==> src/hdl/sso_consts.svh <==
`ifndef SSO_CONSTS_SVH
`define SSO_CONSTS_SVH
// Register byte offsets
`define SSO_OFF_CTRL     12'h000
`define SSO_OFF_TIME     12'h004
`define SSO_OFF_ZWIDTH   12'h008
`define SSO_OFF_VTHRESH  12'h00C
`define SSO_OFF_VRANGE   12'h010
`define SSO_OFF_FUNC     12'h014
`define SSO_OFF_STATUS   12'h018
// Speeds held in 0.1 rps units
`define SSO_ZW_MIN       16'h0001
`define SSO_ZW_MAX       16'h0014
`define SSO_ZW_DEF       16'h0005
`define SSO_VV_MIN       16'h0000
`define SSO_VV_MAX       16'h03E8
`define SSO_VV_DEF       16'h0064
`define SSO_VR_MIN       16'h0001
`define SSO_VR_MAX       16'h03E8
`define SSO_VR_DEF       16'h0002
// Motion-condition time in ms
`define SSO_MS_MAX       16'h7530
`define SSO_MS_DEF       16'h000A
// Output function codes
`define SSO_FN_ZS_ON     8'h16
`define SSO_FN_ZS_OFF    8'h22
`define SSO_FN_VR_ON     8'h0A
`define SSO_FN_VR_INV    8'h14
`define SSO_FN_VC_ON     8'h11
`define SSO_FN_VC_OFF    8'h12
// Clock 25 MHz, one ms tick
`define SSO_CLK_KHZ      25000
`define SSO_TICK_CYCLES  (`SSO_CLK_KHZ * 1)
`endif

==> src/hdl/sso_pkg.sv <==
package sso_pkg;
  typedef enum logic [1:0] {SSO_RESP_OKAY = 2'b00, SSO_RESP_SLVERR = 2'b10} sso_resp_t;
  typedef logic [15:0] sso_speed_t;
endpackage : sso_pkg

==> src/hdl/sso_axil_regs.sv <==
`timescale 1ns/1ps
`include "sso_consts.svh"
// AXI4-Lite slave holding the settings; answers one cycle after both halves arrive
module sso_axil_regs (
  input  wire logic        mclk,        // Control clock
  input  wire logic        rst_n,       // Synchronous reset
  input  wire logic        ce,          // Clock enable
  input  wire logic [11:0] awaddr,      // Write address
  input  wire logic        awvalid,     // Write address valid
  output logic             awready,     // Write address ready
  input  wire logic [31:0] wdata,       // Write data
  input  wire logic [3:0]  wstrb,       // Byte strobes
  input  wire logic        wvalid,      // Write data valid
  output logic             wready,      // Write data ready
  output logic [1:0]       bresp,       // Write response
  output logic             bvalid,      // Write response valid
  input  wire logic        bready,      // Write response ready
  input  wire logic [11:0] araddr,      // Read address
  input  wire logic        arvalid,     // Read address valid
  output logic             arready,     // Read address ready
  output logic [31:0]      rdata,       // Read data
  output logic [1:0]       rresp,       // Read response
  output logic             rvalid,      // Read valid
  input  wire logic        rready,      // Read ready
  input  wire logic [2:0]  flags,       // Live indications
  output logic             modeVel,     // Velocity control mode
  output logic [15:0]      holdMs,      // Motion-condition time
  output logic [15:0]      zeroWidth,   // Zero-speed width
  output logic [15:0]      reachThr,    // Velocity-reached threshold
  output logic [15:0]      fluctRange,  // Fluctuation range
  output logic [23:0]      funcCodes    // Output functions, three bytes
);
  import sso_pkg::*;
  logic [11:0] wAddr_r;
  logic [31:0] wData_r;
  logic        haveA_r, haveD_r;

  function automatic logic [15:0] clampv(input logic [15:0] v, input logic [15:0] lo, input logic [15:0] hi);
    clampv = (v < lo) ? lo : ((v > hi) ? hi : v);
  endfunction : clampv

  function automatic logic known(input logic [11:0] a);
    known = (a <= `SSO_OFF_STATUS) && (a[1:0] == 2'b00);
  endfunction : known

  // Readies are flops: low from their handshake until the answer is taken
  always_ff @(posedge mclk) begin
    if (!rst_n) begin
      haveA_r <= 1'b0; haveD_r <= 1'b0; bvalid <= 1'b0; bresp <= SSO_RESP_OKAY;
      wAddr_r <= 12'h000; wData_r <= 32'h0000_0000;
      awready <= 1'b1;
      wready <= 1'b1;
    end else if (ce) begin
      if (awvalid && awready) begin
        haveA_r <= 1'b1;
        wAddr_r <= awaddr;
        awready <= 1'b0;
      end
      if (wvalid && wready) begin
        haveD_r <= 1'b1;
        wData_r <= wdata;
        wready <= 1'b0;
      end
      if (haveA_r && haveD_r) begin
        haveA_r <= 1'b0; haveD_r <= 1'b0; bvalid <= 1'b1;
        bresp <= known(wAddr_r) ? SSO_RESP_OKAY : SSO_RESP_SLVERR;
      end else if (bvalid && bready) begin
        bvalid <= 1'b0;
        awready <= 1'b1;
        wready <= 1'b1;
      end
    end
  end

  logic [3:0] strb_r;
  always_ff @(posedge mclk) begin
    if (!rst_n) strb_r <= 4'h0;
    else if (ce && wvalid && wready) strb_r <= wstrb;
  end

  always_ff @(posedge mclk) begin
    if (!rst_n) begin
      modeVel <= 1'b1; holdMs <= `SSO_MS_DEF; zeroWidth <= `SSO_ZW_DEF;
      reachThr <= `SSO_VV_DEF; fluctRange <= `SSO_VR_DEF; funcCodes <= 24'h00_0000;
    end else if (ce && haveA_r && haveD_r && strb_r != 4'h0) begin
      case (wAddr_r)
        `SSO_OFF_CTRL:    modeVel <= wData_r[0];
        `SSO_OFF_TIME:    holdMs <= clampv(wData_r[15:0], 16'h0000, `SSO_MS_MAX);
        `SSO_OFF_ZWIDTH:  zeroWidth <= clampv(wData_r[15:0], `SSO_ZW_MIN, `SSO_ZW_MAX);
        `SSO_OFF_VTHRESH: reachThr <= clampv(wData_r[15:0], `SSO_VV_MIN, `SSO_VV_MAX);
        `SSO_OFF_VRANGE:  fluctRange <= clampv(wData_r[15:0], `SSO_VR_MIN, `SSO_VR_MAX);
        `SSO_OFF_FUNC:    funcCodes <= wData_r[23:0];
        default: ;
      endcase
    end
  end

  always_ff @(posedge mclk) begin
    if (!rst_n) begin
      rvalid <= 1'b0; rdata <= 32'h0000_0000; rresp <= SSO_RESP_OKAY;
      arready <= 1'b1;
    end else if (ce) begin
      if (arvalid && arready) begin
        rvalid <= 1'b1;
        arready <= 1'b0;
        rresp  <= known(araddr) ? SSO_RESP_OKAY : SSO_RESP_SLVERR;
        case (araddr)
          `SSO_OFF_CTRL:    rdata <= {31'h0000_0000, modeVel};
          `SSO_OFF_TIME:    rdata <= {16'h0000, holdMs};
          `SSO_OFF_ZWIDTH:  rdata <= {16'h0000, zeroWidth};
          `SSO_OFF_VTHRESH: rdata <= {16'h0000, reachThr};
          `SSO_OFF_VRANGE:  rdata <= {16'h0000, fluctRange};
          `SSO_OFF_FUNC:    rdata <= {8'h00, funcCodes};
          `SSO_OFF_STATUS:  rdata <= {29'h0000_0000, flags};
          default:          rdata <= 32'h0000_0000;
        endcase
      end else if (rvalid && rready) begin
        rvalid <= 1'b0;
        arready <= 1'b1;
      end
    end
  end
endmodule : sso_axil_regs

==> src/hdl/sso_qual_timer.sv <==
`timescale 1ns/1ps
`include "sso_consts.svh"
// Holds a flag once its condition has stood for the motion-condition time
module sso_qual_timer (
  input  wire logic        mclk,       // Control clock
  input  wire logic        rst_n,      // Synchronous reset
  input  wire logic        ce,         // Clock enable
  input  wire logic        msTick,     // One-ms tick
  input  wire logic        cond,       // Comparison result
  input  wire logic [15:0] holdMs,     // Qualification time
  output logic             flag        // Qualified indication
);
  logic [15:0] count_r;

  always_ff @(posedge mclk) begin
    if (!rst_n) begin
      count_r <= 16'h0000;
    end else if (ce) begin
      if (!cond) count_r <= 16'h0000;
      else if (msTick && count_r < holdMs) count_r <= count_r + 16'h0001;
    end
  end

  always_ff @(posedge mclk) begin
    if (!rst_n) begin
      flag <= 1'b0;
    end else if (ce) begin
      flag <= cond && (count_r >= holdMs);
    end
  end

  qual_lapse_a: assert property (@(posedge mclk) disable iff (!rst_n)
    ce && !cond |=> !flag) else $error("flag held after lapse");
endmodule : sso_qual_timer

==> src/hdl/sso_speed_status.sv <==
// The implementer's own choices: register access over AXI4-Lite and the address map.
`timescale 1ns/1ps
`include "sso_consts.svh"
module sso_speed_status #(
  parameter int TICK_CYCLES = `SSO_TICK_CYCLES   // Cycles per ms
) (
  input  wire logic        mclk,        // 25 MHz control clock
  input  wire logic        rst_n,       // Synchronous reset, active low
  input  wire logic        ce,          // Clock enable
  input  wire logic [15:0] actSpeed,    // Signed actual speed, 0.1 rps
  input  wire logic [15:0] filtSpeed,   // Signed filtered speed, 0.1 rps
  input  wire logic [15:0] cmdSpeed,    // Signed commanded speed, 0.1 rps
  input  wire logic [11:0] awaddr,      // AXI write address
  input  wire logic        awvalid,     // AXI write address valid
  output logic             awready,     // AXI write address ready
  input  wire logic [31:0] wdata,       // AXI write data
  input  wire logic [3:0]  wstrb,       // AXI byte strobes
  input  wire logic        wvalid,      // AXI write data valid
  output logic             wready,      // AXI write data ready
  output logic [1:0]       bresp,       // AXI write response
  output logic             bvalid,      // AXI write response valid
  input  wire logic        bready,      // AXI write response ready
  input  wire logic [11:0] araddr,      // AXI read address
  input  wire logic        arvalid,     // AXI read address valid
  output logic             arready,     // AXI read address ready
  output logic [31:0]      rdata,       // AXI read data
  output logic [1:0]       rresp,       // AXI read response
  output logic             rvalid,      // AXI read valid
  input  wire logic        rready,      // AXI read ready
  output logic [2:0]       outClosed_r  // Output pins, 1 = closed
);
  import sso_pkg::*;

  logic        modeVel;
  logic [15:0] holdMs, zeroWidth, reachThr, fluctRange;
  logic [23:0] funcCodes;
  logic        zeroSpeedFlag, velocityReachedFlag, velocityCoincidentFlag;
  logic        zeroCond, reachCond, coinCond, msTick_r;
  logic [14:0] tickCnt_r;
  logic        awreadyI, wreadyI, arreadyI;

  function automatic logic [15:0] mag(input logic [15:0] v);
    mag = v[15] ? (16'h0000 - v) : v;
  endfunction : mag

  // Readies are flops in the slave, so every output leaves a register
  assign awready = awreadyI;
  assign wready  = wreadyI;
  assign arready = arreadyI;

  sso_axil_regs u_regs (
    .mclk       (mclk),
    .rst_n      (rst_n),
    .ce         (ce),
    .awaddr     (awaddr),
    .awvalid    (awvalid),
    .awready    (awreadyI),
    .wdata      (wdata),
    .wstrb      (wstrb),
    .wvalid     (wvalid),
    .wready     (wreadyI),
    .bresp      (bresp),
    .bvalid     (bvalid),
    .bready     (bready),
    .araddr     (araddr),
    .arvalid    (arvalid),
    .arready    (arreadyI),
    .rdata      (rdata),
    .rresp      (rresp),
    .rvalid     (rvalid),
    .rready     (rready),
    .flags      ({velocityCoincidentFlag, velocityReachedFlag, zeroSpeedFlag}),
    .modeVel    (modeVel),
    .holdMs     (holdMs),
    .zeroWidth  (zeroWidth),
    .reachThr   (reachThr),
    .fluctRange (fluctRange),
    .funcCodes  (funcCodes)
  );

  always_ff @(posedge mclk) begin
    if (!rst_n) begin
      tickCnt_r <= 15'h0000;
      msTick_r  <= 1'b0;
    end else if (ce) begin
      msTick_r  <= (tickCnt_r == 15'(TICK_CYCLES - 1));
      tickCnt_r <= (tickCnt_r == 15'(TICK_CYCLES - 1)) ? 15'h0000 : tickCnt_r + 15'h0001;
    end
  end

  assign zeroCond  = mag(actSpeed) <= zeroWidth;
  // Reached needs both raw and filtered above
  assign reachCond = modeVel && (mag(actSpeed) > reachThr) && (mag(filtSpeed) > reachThr);
  assign coinCond  = modeVel && (mag(16'(actSpeed - cmdSpeed)) <= fluctRange);

  sso_qual_timer u_zero (.mclk(mclk), .rst_n(rst_n), .ce(ce), .msTick(msTick_r), .cond(zeroCond),
                         .holdMs(holdMs), .flag(zeroSpeedFlag));
  sso_qual_timer u_reach (.mclk(mclk), .rst_n(rst_n), .ce(ce), .msTick(msTick_r), .cond(reachCond),
                          .holdMs(holdMs), .flag(velocityReachedFlag));
  sso_qual_timer u_coin (.mclk(mclk), .rst_n(rst_n), .ce(ce), .msTick(msTick_r), .cond(coinCond),
                         .holdMs(holdMs), .flag(velocityCoincidentFlag));

  always_ff @(posedge mclk) begin
    if (!rst_n) begin
      outClosed_r <= 3'b000;
    end else if (ce) begin
      for (int i = 0; i < 3; i++) begin
        case (funcCodes[8*i +: 8])
          `SSO_FN_ZS_ON:  outClosed_r[i] <= zeroSpeedFlag;
          `SSO_FN_ZS_OFF: outClosed_r[i] <= !zeroSpeedFlag;
          `SSO_FN_VR_ON:  outClosed_r[i] <= velocityReachedFlag;
          `SSO_FN_VR_INV: outClosed_r[i] <= !velocityReachedFlag;
          `SSO_FN_VC_ON:  outClosed_r[i] <= velocityCoincidentFlag;
          `SSO_FN_VC_OFF: outClosed_r[i] <= !velocityCoincidentFlag;
          default:        outClosed_r[i] <= 1'b0;
        endcase
      end
    end
  end

  zero_drop_a: assert property (@(posedge mclk) disable iff (!rst_n)
    ce && (mag(actSpeed) > zeroWidth) |=> !zeroSpeedFlag) else $error("zero flag kept above width");
  reach_drop_a: assert property (@(posedge mclk) disable iff (!rst_n)
    ce && (mag(filtSpeed) <= reachThr) |=> !velocityReachedFlag) else $error("reached kept");
  coin_drop_a: assert property (@(posedge mclk) disable iff (!rst_n)
    ce && !coinCond |=> !velocityCoincidentFlag) else $error("coincident kept");
  zero_now_a: assert property (@(posedge mclk) disable iff (!rst_n)
    ce && holdMs == 16'h0000 && zeroCond |=> zeroSpeedFlag) else $error("zero time not immediate");
  pin_map_a: assert property (@(posedge mclk) disable iff (!rst_n)
    ce && funcCodes[7:0] == `SSO_FN_ZS_ON |=> outClosed_r[0] == $past(zeroSpeedFlag)) else $error("pin map");
  pin_unused_a: assert property (@(posedge mclk) disable iff (!rst_n)
    ce && funcCodes[15:8] == 8'h00 |=> !outClosed_r[1]) else $error("unassigned pin closed");
  mode_gate_a: assert property (@(posedge mclk) disable iff (!rst_n)
    ce && !modeVel |=> !velocityReachedFlag) else $error("reached outside velocity mode");
  width_range_a: assert property (@(posedge mclk) disable iff (!rst_n)
    zeroWidth >= `SSO_ZW_MIN && zeroWidth <= `SSO_ZW_MAX) else $error("width out of range");
endmodule : sso_speed_status

==> config.mk <==
export PLATFORM = sky130hd
export DESIGN_NAME = sso_speed_status
export DESIGN_NICKNAME = d
export VERILOG_FILES = /design/src/hdl/sso_pkg.sv /design/src/hdl/sso_axil_regs.sv /design/src/hdl/sso_qual_timer.sv /design/src/hdl/sso_speed_status.sv
export VERILOG_INCLUDE_DIRS = /design/src /design/src/hdl
export SDC_FILE = /design/constraint.sdc
export NUM_CORES = 1
export LEC_CHECK = 0
export ABC_AREA = 1
export BUFFER_PORTS_ARGS = -buffer_cell sky130_fd_sc_hd__buf_2
export CORE_MARGIN = 2
export CORE_UTILIZATION = 45
export DETAILED_ROUTE_END_ITERATION = 8
export SYNTH_ARGS = -nofsm -noshare
export SYNTH_HDL_FRONTEND = slang
export SYNTH_HIERARCHICAL = 1
export SYNTH_SLANG_ARGS = --single-unit
==> constraint.sdc <==
create_clock -name mclk -period 10.7 [get_ports mclk]
set_input_delay 1.07 -clock mclk [delete_from_list [all_inputs] [get_ports mclk]]
set_output_delay 1.07 -clock mclk [all_outputs]
set_load 0.01 [all_outputs]
==> results by stage <==
Outcome:
- The flow ran to the end, and the final reports show no timing, DRC or antenna violations.

Layout:
- The count of fill cells added during filler insertion is 3,772.
- The number of antenna diodes in the final layout is 0.
- The net count of the finished layout is 2,814.
- The post-layout utilization of the core is 50.1%.
- Compared with the post-synthesis result, the final layout area differs by 10.5%.
- The count of non-filler cells in the finished layout is 3,052.
- Summing all non-filler instances in the final layout gives an area of 0.0182 mm^2.
- In the final layout, the share of cells above drive strength 1 is 11.8%.

Synth:
- The most frequent cell after synthesis is sky130_fd_sc_hd__nand2_1.
- In this run the mean area of a mapped cell was 6.68 um^2.
- The top cell type by total area after synthesis is sky130_fd_sc_hd__dfxtp_1.
- The count of warnings emitted by yosys is 6.
- The area fraction of the dominant cell type after synthesis is 28.2%.
- In the post-synthesis netlist, the biggest area contributors are sky130_fd_sc_hd__dfxtp_1, sky130_fd_sc_hd__nand2_1, sky130_fd_sc_hd__ha_1, sky130_fd_sc_hd__nand3_1, sky130_fd_sc_hd__inv_1.
- For this run, the register share of the synthesized area comes to 28.2%.
- The number of standard cells after synthesis is 2,469.
- In the synthesized netlist, the cells that appear most often are sky130_fd_sc_hd__nand2_1, sky130_fd_sc_hd__inv_1, sky130_fd_sc_hd__nand3_1.
- Counting distinct cell types in the post-synthesis netlist gives 60.
- Counting flops with a built-in enable in the synthesized netlist gives 0.
- The most used flip-flop cell after synthesis is sky130_fd_sc_hd__dfxtp_1.
- The number of synthesized register bits is 232.
- The synthesized netlist occupies a cell area of 0.0165 mm^2.
- The fraction of registers with async set or reset after synthesis is 0%.

Pwr:
- Power spread over the standard cell area amounts to 130 mW/mm^2.
- The leakage power summed over all cells is 0.00804 uW.
- The worst-case vdd ir drop is 99.6 uV.
- The power spent charging and discharging nets is 738 uW.
- The share of total power in combinational logic is 20.7%.
- Of the total power, the clock network draws 40.4%.
- The design internal power is 1640 uW.
- The fraction of power spent switching nets is 31.1%.
- The relative contribution of sequential cells to total power is 38.9%.

Global routing:
- Across every metal layer, demand over resource in global routing totals 24.9%.
- The first global-routing pass estimated 77,600 um of wire.
- The number of global-route vias before repair is 15,231.
- Summed over all layers, the global routing overflow is 0.
- The number of antenna violations at the first check in global routing was 1.
- Entering global routing, the biggest net connects 79 pins.

STA:
- The setup TNS is 0 ns.
- The number of hold violations in the final report came to 0.
- The worst path setup slack after routing is 5.48 ns.
- The final count of pins violating max slew was 0.
- The routed design could run at a clock period as short as 5.22 ns.
- The achievable clock frequency is 192 MHz.
- At the pin with the least slew margin, the transition time is 1.04 ns.
- Of the available clock period, the critical path in the final layout requires 48.8%.
- Across the routed clock network, the largest skew measured is 0.0320 ns.
- The worst slew slack as a fraction of its limit is 30.5%.
- Setup repair after global routing left no endpoint under its margin.
- The number of setup violations in the final report is 0.

Die:
- The initial core utilization is 45.4%.
- The die covers 0.0382 mm^2.
- The initialized floorplan defines 70 standard-cell rows.
- The number of placed I/O pins is 160.
- The core region is 0.0363 mm^2.
- The height of the die is 195 um.
- Measured along the x axis, the die boundary spans 195 um.

Setup path:
- The worst setup path is launched from an input port.
- The biggest cell delay along the critical path is 0.73 ns.
- Walking the worst path, the cells encountered are buf_2 > inv_1 > ha_1 > inv_1 > nor3_1 > nand4_1 > o31ai_1 > nand2_1 > xor2_1 > ha_1 > nand4_1 > nor3_1 > a221oi_1 > nand2_1 > nor2_1 > clkinv_1 > a21oi_1 > o21ai_0 > nand3_1 > nand2_1 > nor2_1.
- The kind of critical path is in -> reg.
- Together, buffers and inverters on the worst path number 4.
- The sort of element at the end of the critical path is a flop.
- The slowest library cell on the worst path is sky130_fd_sc_hd__nor2_1.
- Data on the critical path arrives at its endpoint at 5.69 ns.
- Data on the critical path is required at its endpoint by 11.17 ns.
- The cell family contributing the most delay on the critical path is simple AND/OR/NAND/NOR gates.
- Of all nets on the critical path, the largest fanout is 10.
- The most frequent cell on the critical path is sky130_fd_sc_hd__nand2_1.

Detailed routing:
- After detailed routing, the number of remaining DRC violations is 0.
- Across all layers, the routed design uses 16,082 vias.
- The final wirelength is 47,800 um.
- After detailed routing, the average wire length per cell comes to 15.7 um.
- The average via count per standard cell is 5.27.
- The number of nets with antenna violations after detailed routing is 0.
- The pre-antenna-repair detailed-routing pass consisted of 5 iterations.
- The detailed router's first-iteration violation count is 1,101.

Clocking:
- The clock drives 232 sinks.
- The number of buffers inserted during clock tree synthesis is 27.
- TritonCTS built the clock tree.
- After clock tree synthesis, the setup repair step added 0 buffers.
- The insertion delay to the later sink of the worst-skew pair is 0.56 ns.
- The number of buffers inserted for hold repair after clock tree synthesis is 0.
- In this run the clock root is driven by a sky130_fd_sc_hd__clkbuf_16.
- Once the clock tree was built, the resizer swapped 0 gates to a different size.
- The maximum buffer depth of the clock tree is 3.
- The clock transition at the register clock pins on the worst setup and hold paths after CTS is 0.06 ns.
- In this run the number of H-tree levels came out at 1.

Min path:
- The tightest min-delay check is of the reg -> reg type.

Place:
- Port buffering added 141 buffers.
- The congestion estimate from routability-driven global placement came to 0.878.
- The worst slack after detailed placement is 5.05 ns.
- The post-detailed-placement half-perimeter wirelength is 36,000 um.
- In this run the cell area measured after placement is 0.0173 mm^2.
- The number of placed cells counting well taps is 3,002.

Flow run:
- Max-cap violations in this run came to 0.
cell type report:
cell class              count  area (um^2)  share of cell area (%)
well taps                 468          586                    3.21
repair buffers            148          761                    4.17
flip-flops and latches    232         4640                    25.5
clock buffers              39          811                    4.45
clock inverters            11          128                   0.700
inverters                 341         1290                    7.08
multi-input cells        1813        10000                    54.9
power groups by stage:
stage | clock network, uW | registers, uW | logic (uW)
2_1_floorplan | 0 | 932 | 382
3_3_place_gp | 0 | 942 | 477
3_5_place_dp | 0 | 943 | 487
4_1_cts | 979 | 924 | 490
5_1_grt | 1020 | 928 | 564
6_report | 960 | 924 | 491
cell families (layout without fill, tap and decap cells):
logic type	count (synthesis)	in the layout	synth area share, %
flops	232	232	28.2
compound gates	433	433	14.4
buf+inv	433	539	11.4
fa+ha+maj	135	135	10.3
other cells	1	10	0.0227
simple gates	1184	1184	33.1
xor+xnor	51	51	2.71
layout by cell type, fill, tap and decap left out, types with 4 or more instances in the layout:
| cell type | Yosys | routed |
|---|---|---|
| sky130_fd_sc_hd__a211oi_1 | 20 | 20 |
| sky130_fd_sc_hd__a21oi_1 | 235 | 235 |
| sky130_fd_sc_hd__a221oi_1 | 4 | 4 |
| sky130_fd_sc_hd__a31oi_1 | 4 | 4 |
| sky130_fd_sc_hd__buf_2 | 15 | 140 |
| sky130_fd_sc_hd__buf_4 | 23 | 8 |
| sky130_fd_sc_hd__clkbuf_16 | 0 | 27 |
| sky130_fd_sc_hd__clkbuf_8 | 0 | 9 |
| sky130_fd_sc_hd__clkinv_1 | 7 | 7 |
| sky130_fd_sc_hd__conb_1 | 1 | 10 |
| sky130_fd_sc_hd__dfxtp_1 | 232 | 232 |
| sky130_fd_sc_hd__ha_1 | 134 | 134 |
| sky130_fd_sc_hd__inv_1 | 327 | 326 |
| sky130_fd_sc_hd__inv_2 | 4 | 5 |
| sky130_fd_sc_hd__nand2_1 | 498 | 498 |
| sky130_fd_sc_hd__nand2_2 | 30 | 30 |
| sky130_fd_sc_hd__nand3_1 | 258 | 258 |
| sky130_fd_sc_hd__nand3_2 | 14 | 14 |
| sky130_fd_sc_hd__nand3b_1 | 4 | 4 |
| sky130_fd_sc_hd__nand4_1 | 37 | 37 |
| sky130_fd_sc_hd__nor2_1 | 242 | 242 |
| sky130_fd_sc_hd__nor2_2 | 15 | 15 |
| sky130_fd_sc_hd__nor2_4 | 21 | 21 |
| sky130_fd_sc_hd__nor3_1 | 32 | 32 |
| sky130_fd_sc_hd__nor3_2 | 4 | 4 |
| sky130_fd_sc_hd__nor3b_1 | 9 | 9 |
| sky130_fd_sc_hd__nor4_1 | 7 | 7 |
| sky130_fd_sc_hd__o211ai_1 | 9 | 9 |
| sky130_fd_sc_hd__o21a_1 | 6 | 6 |
| sky130_fd_sc_hd__o21ai_0 | 117 | 117 |
| sky130_fd_sc_hd__o21ai_1 | 14 | 14 |
| sky130_fd_sc_hd__o221ai_1 | 4 | 4 |
| sky130_fd_sc_hd__xnor2_1 | 16 | 16 |
| sky130_fd_sc_hd__xor2_1 | 35 | 35 |
path summary, 6_finish.rpt:
kind / from / to / slack, ns / depth (start not counted)
worst min-delay path: u_regs/wAddr_r[8] / u_regs/wAddr_r[8] / 0.45 / 2
worst max register to register: u_regs/reachThr[2] / u_reach/count_r[2] / 7.22 / 17
worst max-delay path: actSpeed[0] / u_reach/count_r[2] / 5.48 / 21
worst min register to register: u_regs/wAddr_r[8] / u_regs/wAddr_r[8] / 0.45 / 2
per-stage QoR:
stage / hold WS (ns) / power [uW]
after floorplan: 0.424 / 1310
after global routing: 0.472 / 2510
after global placement: 0.433 / 1420
final: 0.449 / 2380
after detailed placement: 0.444 / 1430
after CTS: 0.453 / 2390
layer usage:
layer,vias to the layer above,part of all wire [%],GRT usage [%]
li1,8292,-,-
met1,7292,46,33.5
met2,413,46,41.8
met3,83,4.9,2.42
met4,2,3.2,8.23
met5,-,0.023,0
state kept, by name, indices dropped and copies added (netlist names), 3 cells and up:
name	flops
outClosed_r	3
tickCnt_r	15
u_coin/count_r	16
u_reach/count_r	16
u_regs/fluctRange	16
u_regs/funcCodes	24
u_regs/holdMs	16
u_regs/rdata	24
u_regs/reachThr	16
u_regs/strb_r	4
u_regs/wAddr_r	12
u_regs/wData_r	24
u_regs/zeroWidth	16
u_zero/count_r	16
tightest hold or removal path, stage by stage (launching register included):
cell	delay, ns
sky130_fd_sc_hd__dfxtp_1	0.31
sky130_fd_sc_hd__inv_1	0.05
sky130_fd_sc_hd__a21oi_1	0.05
Power figures use the tool's default switching activity.
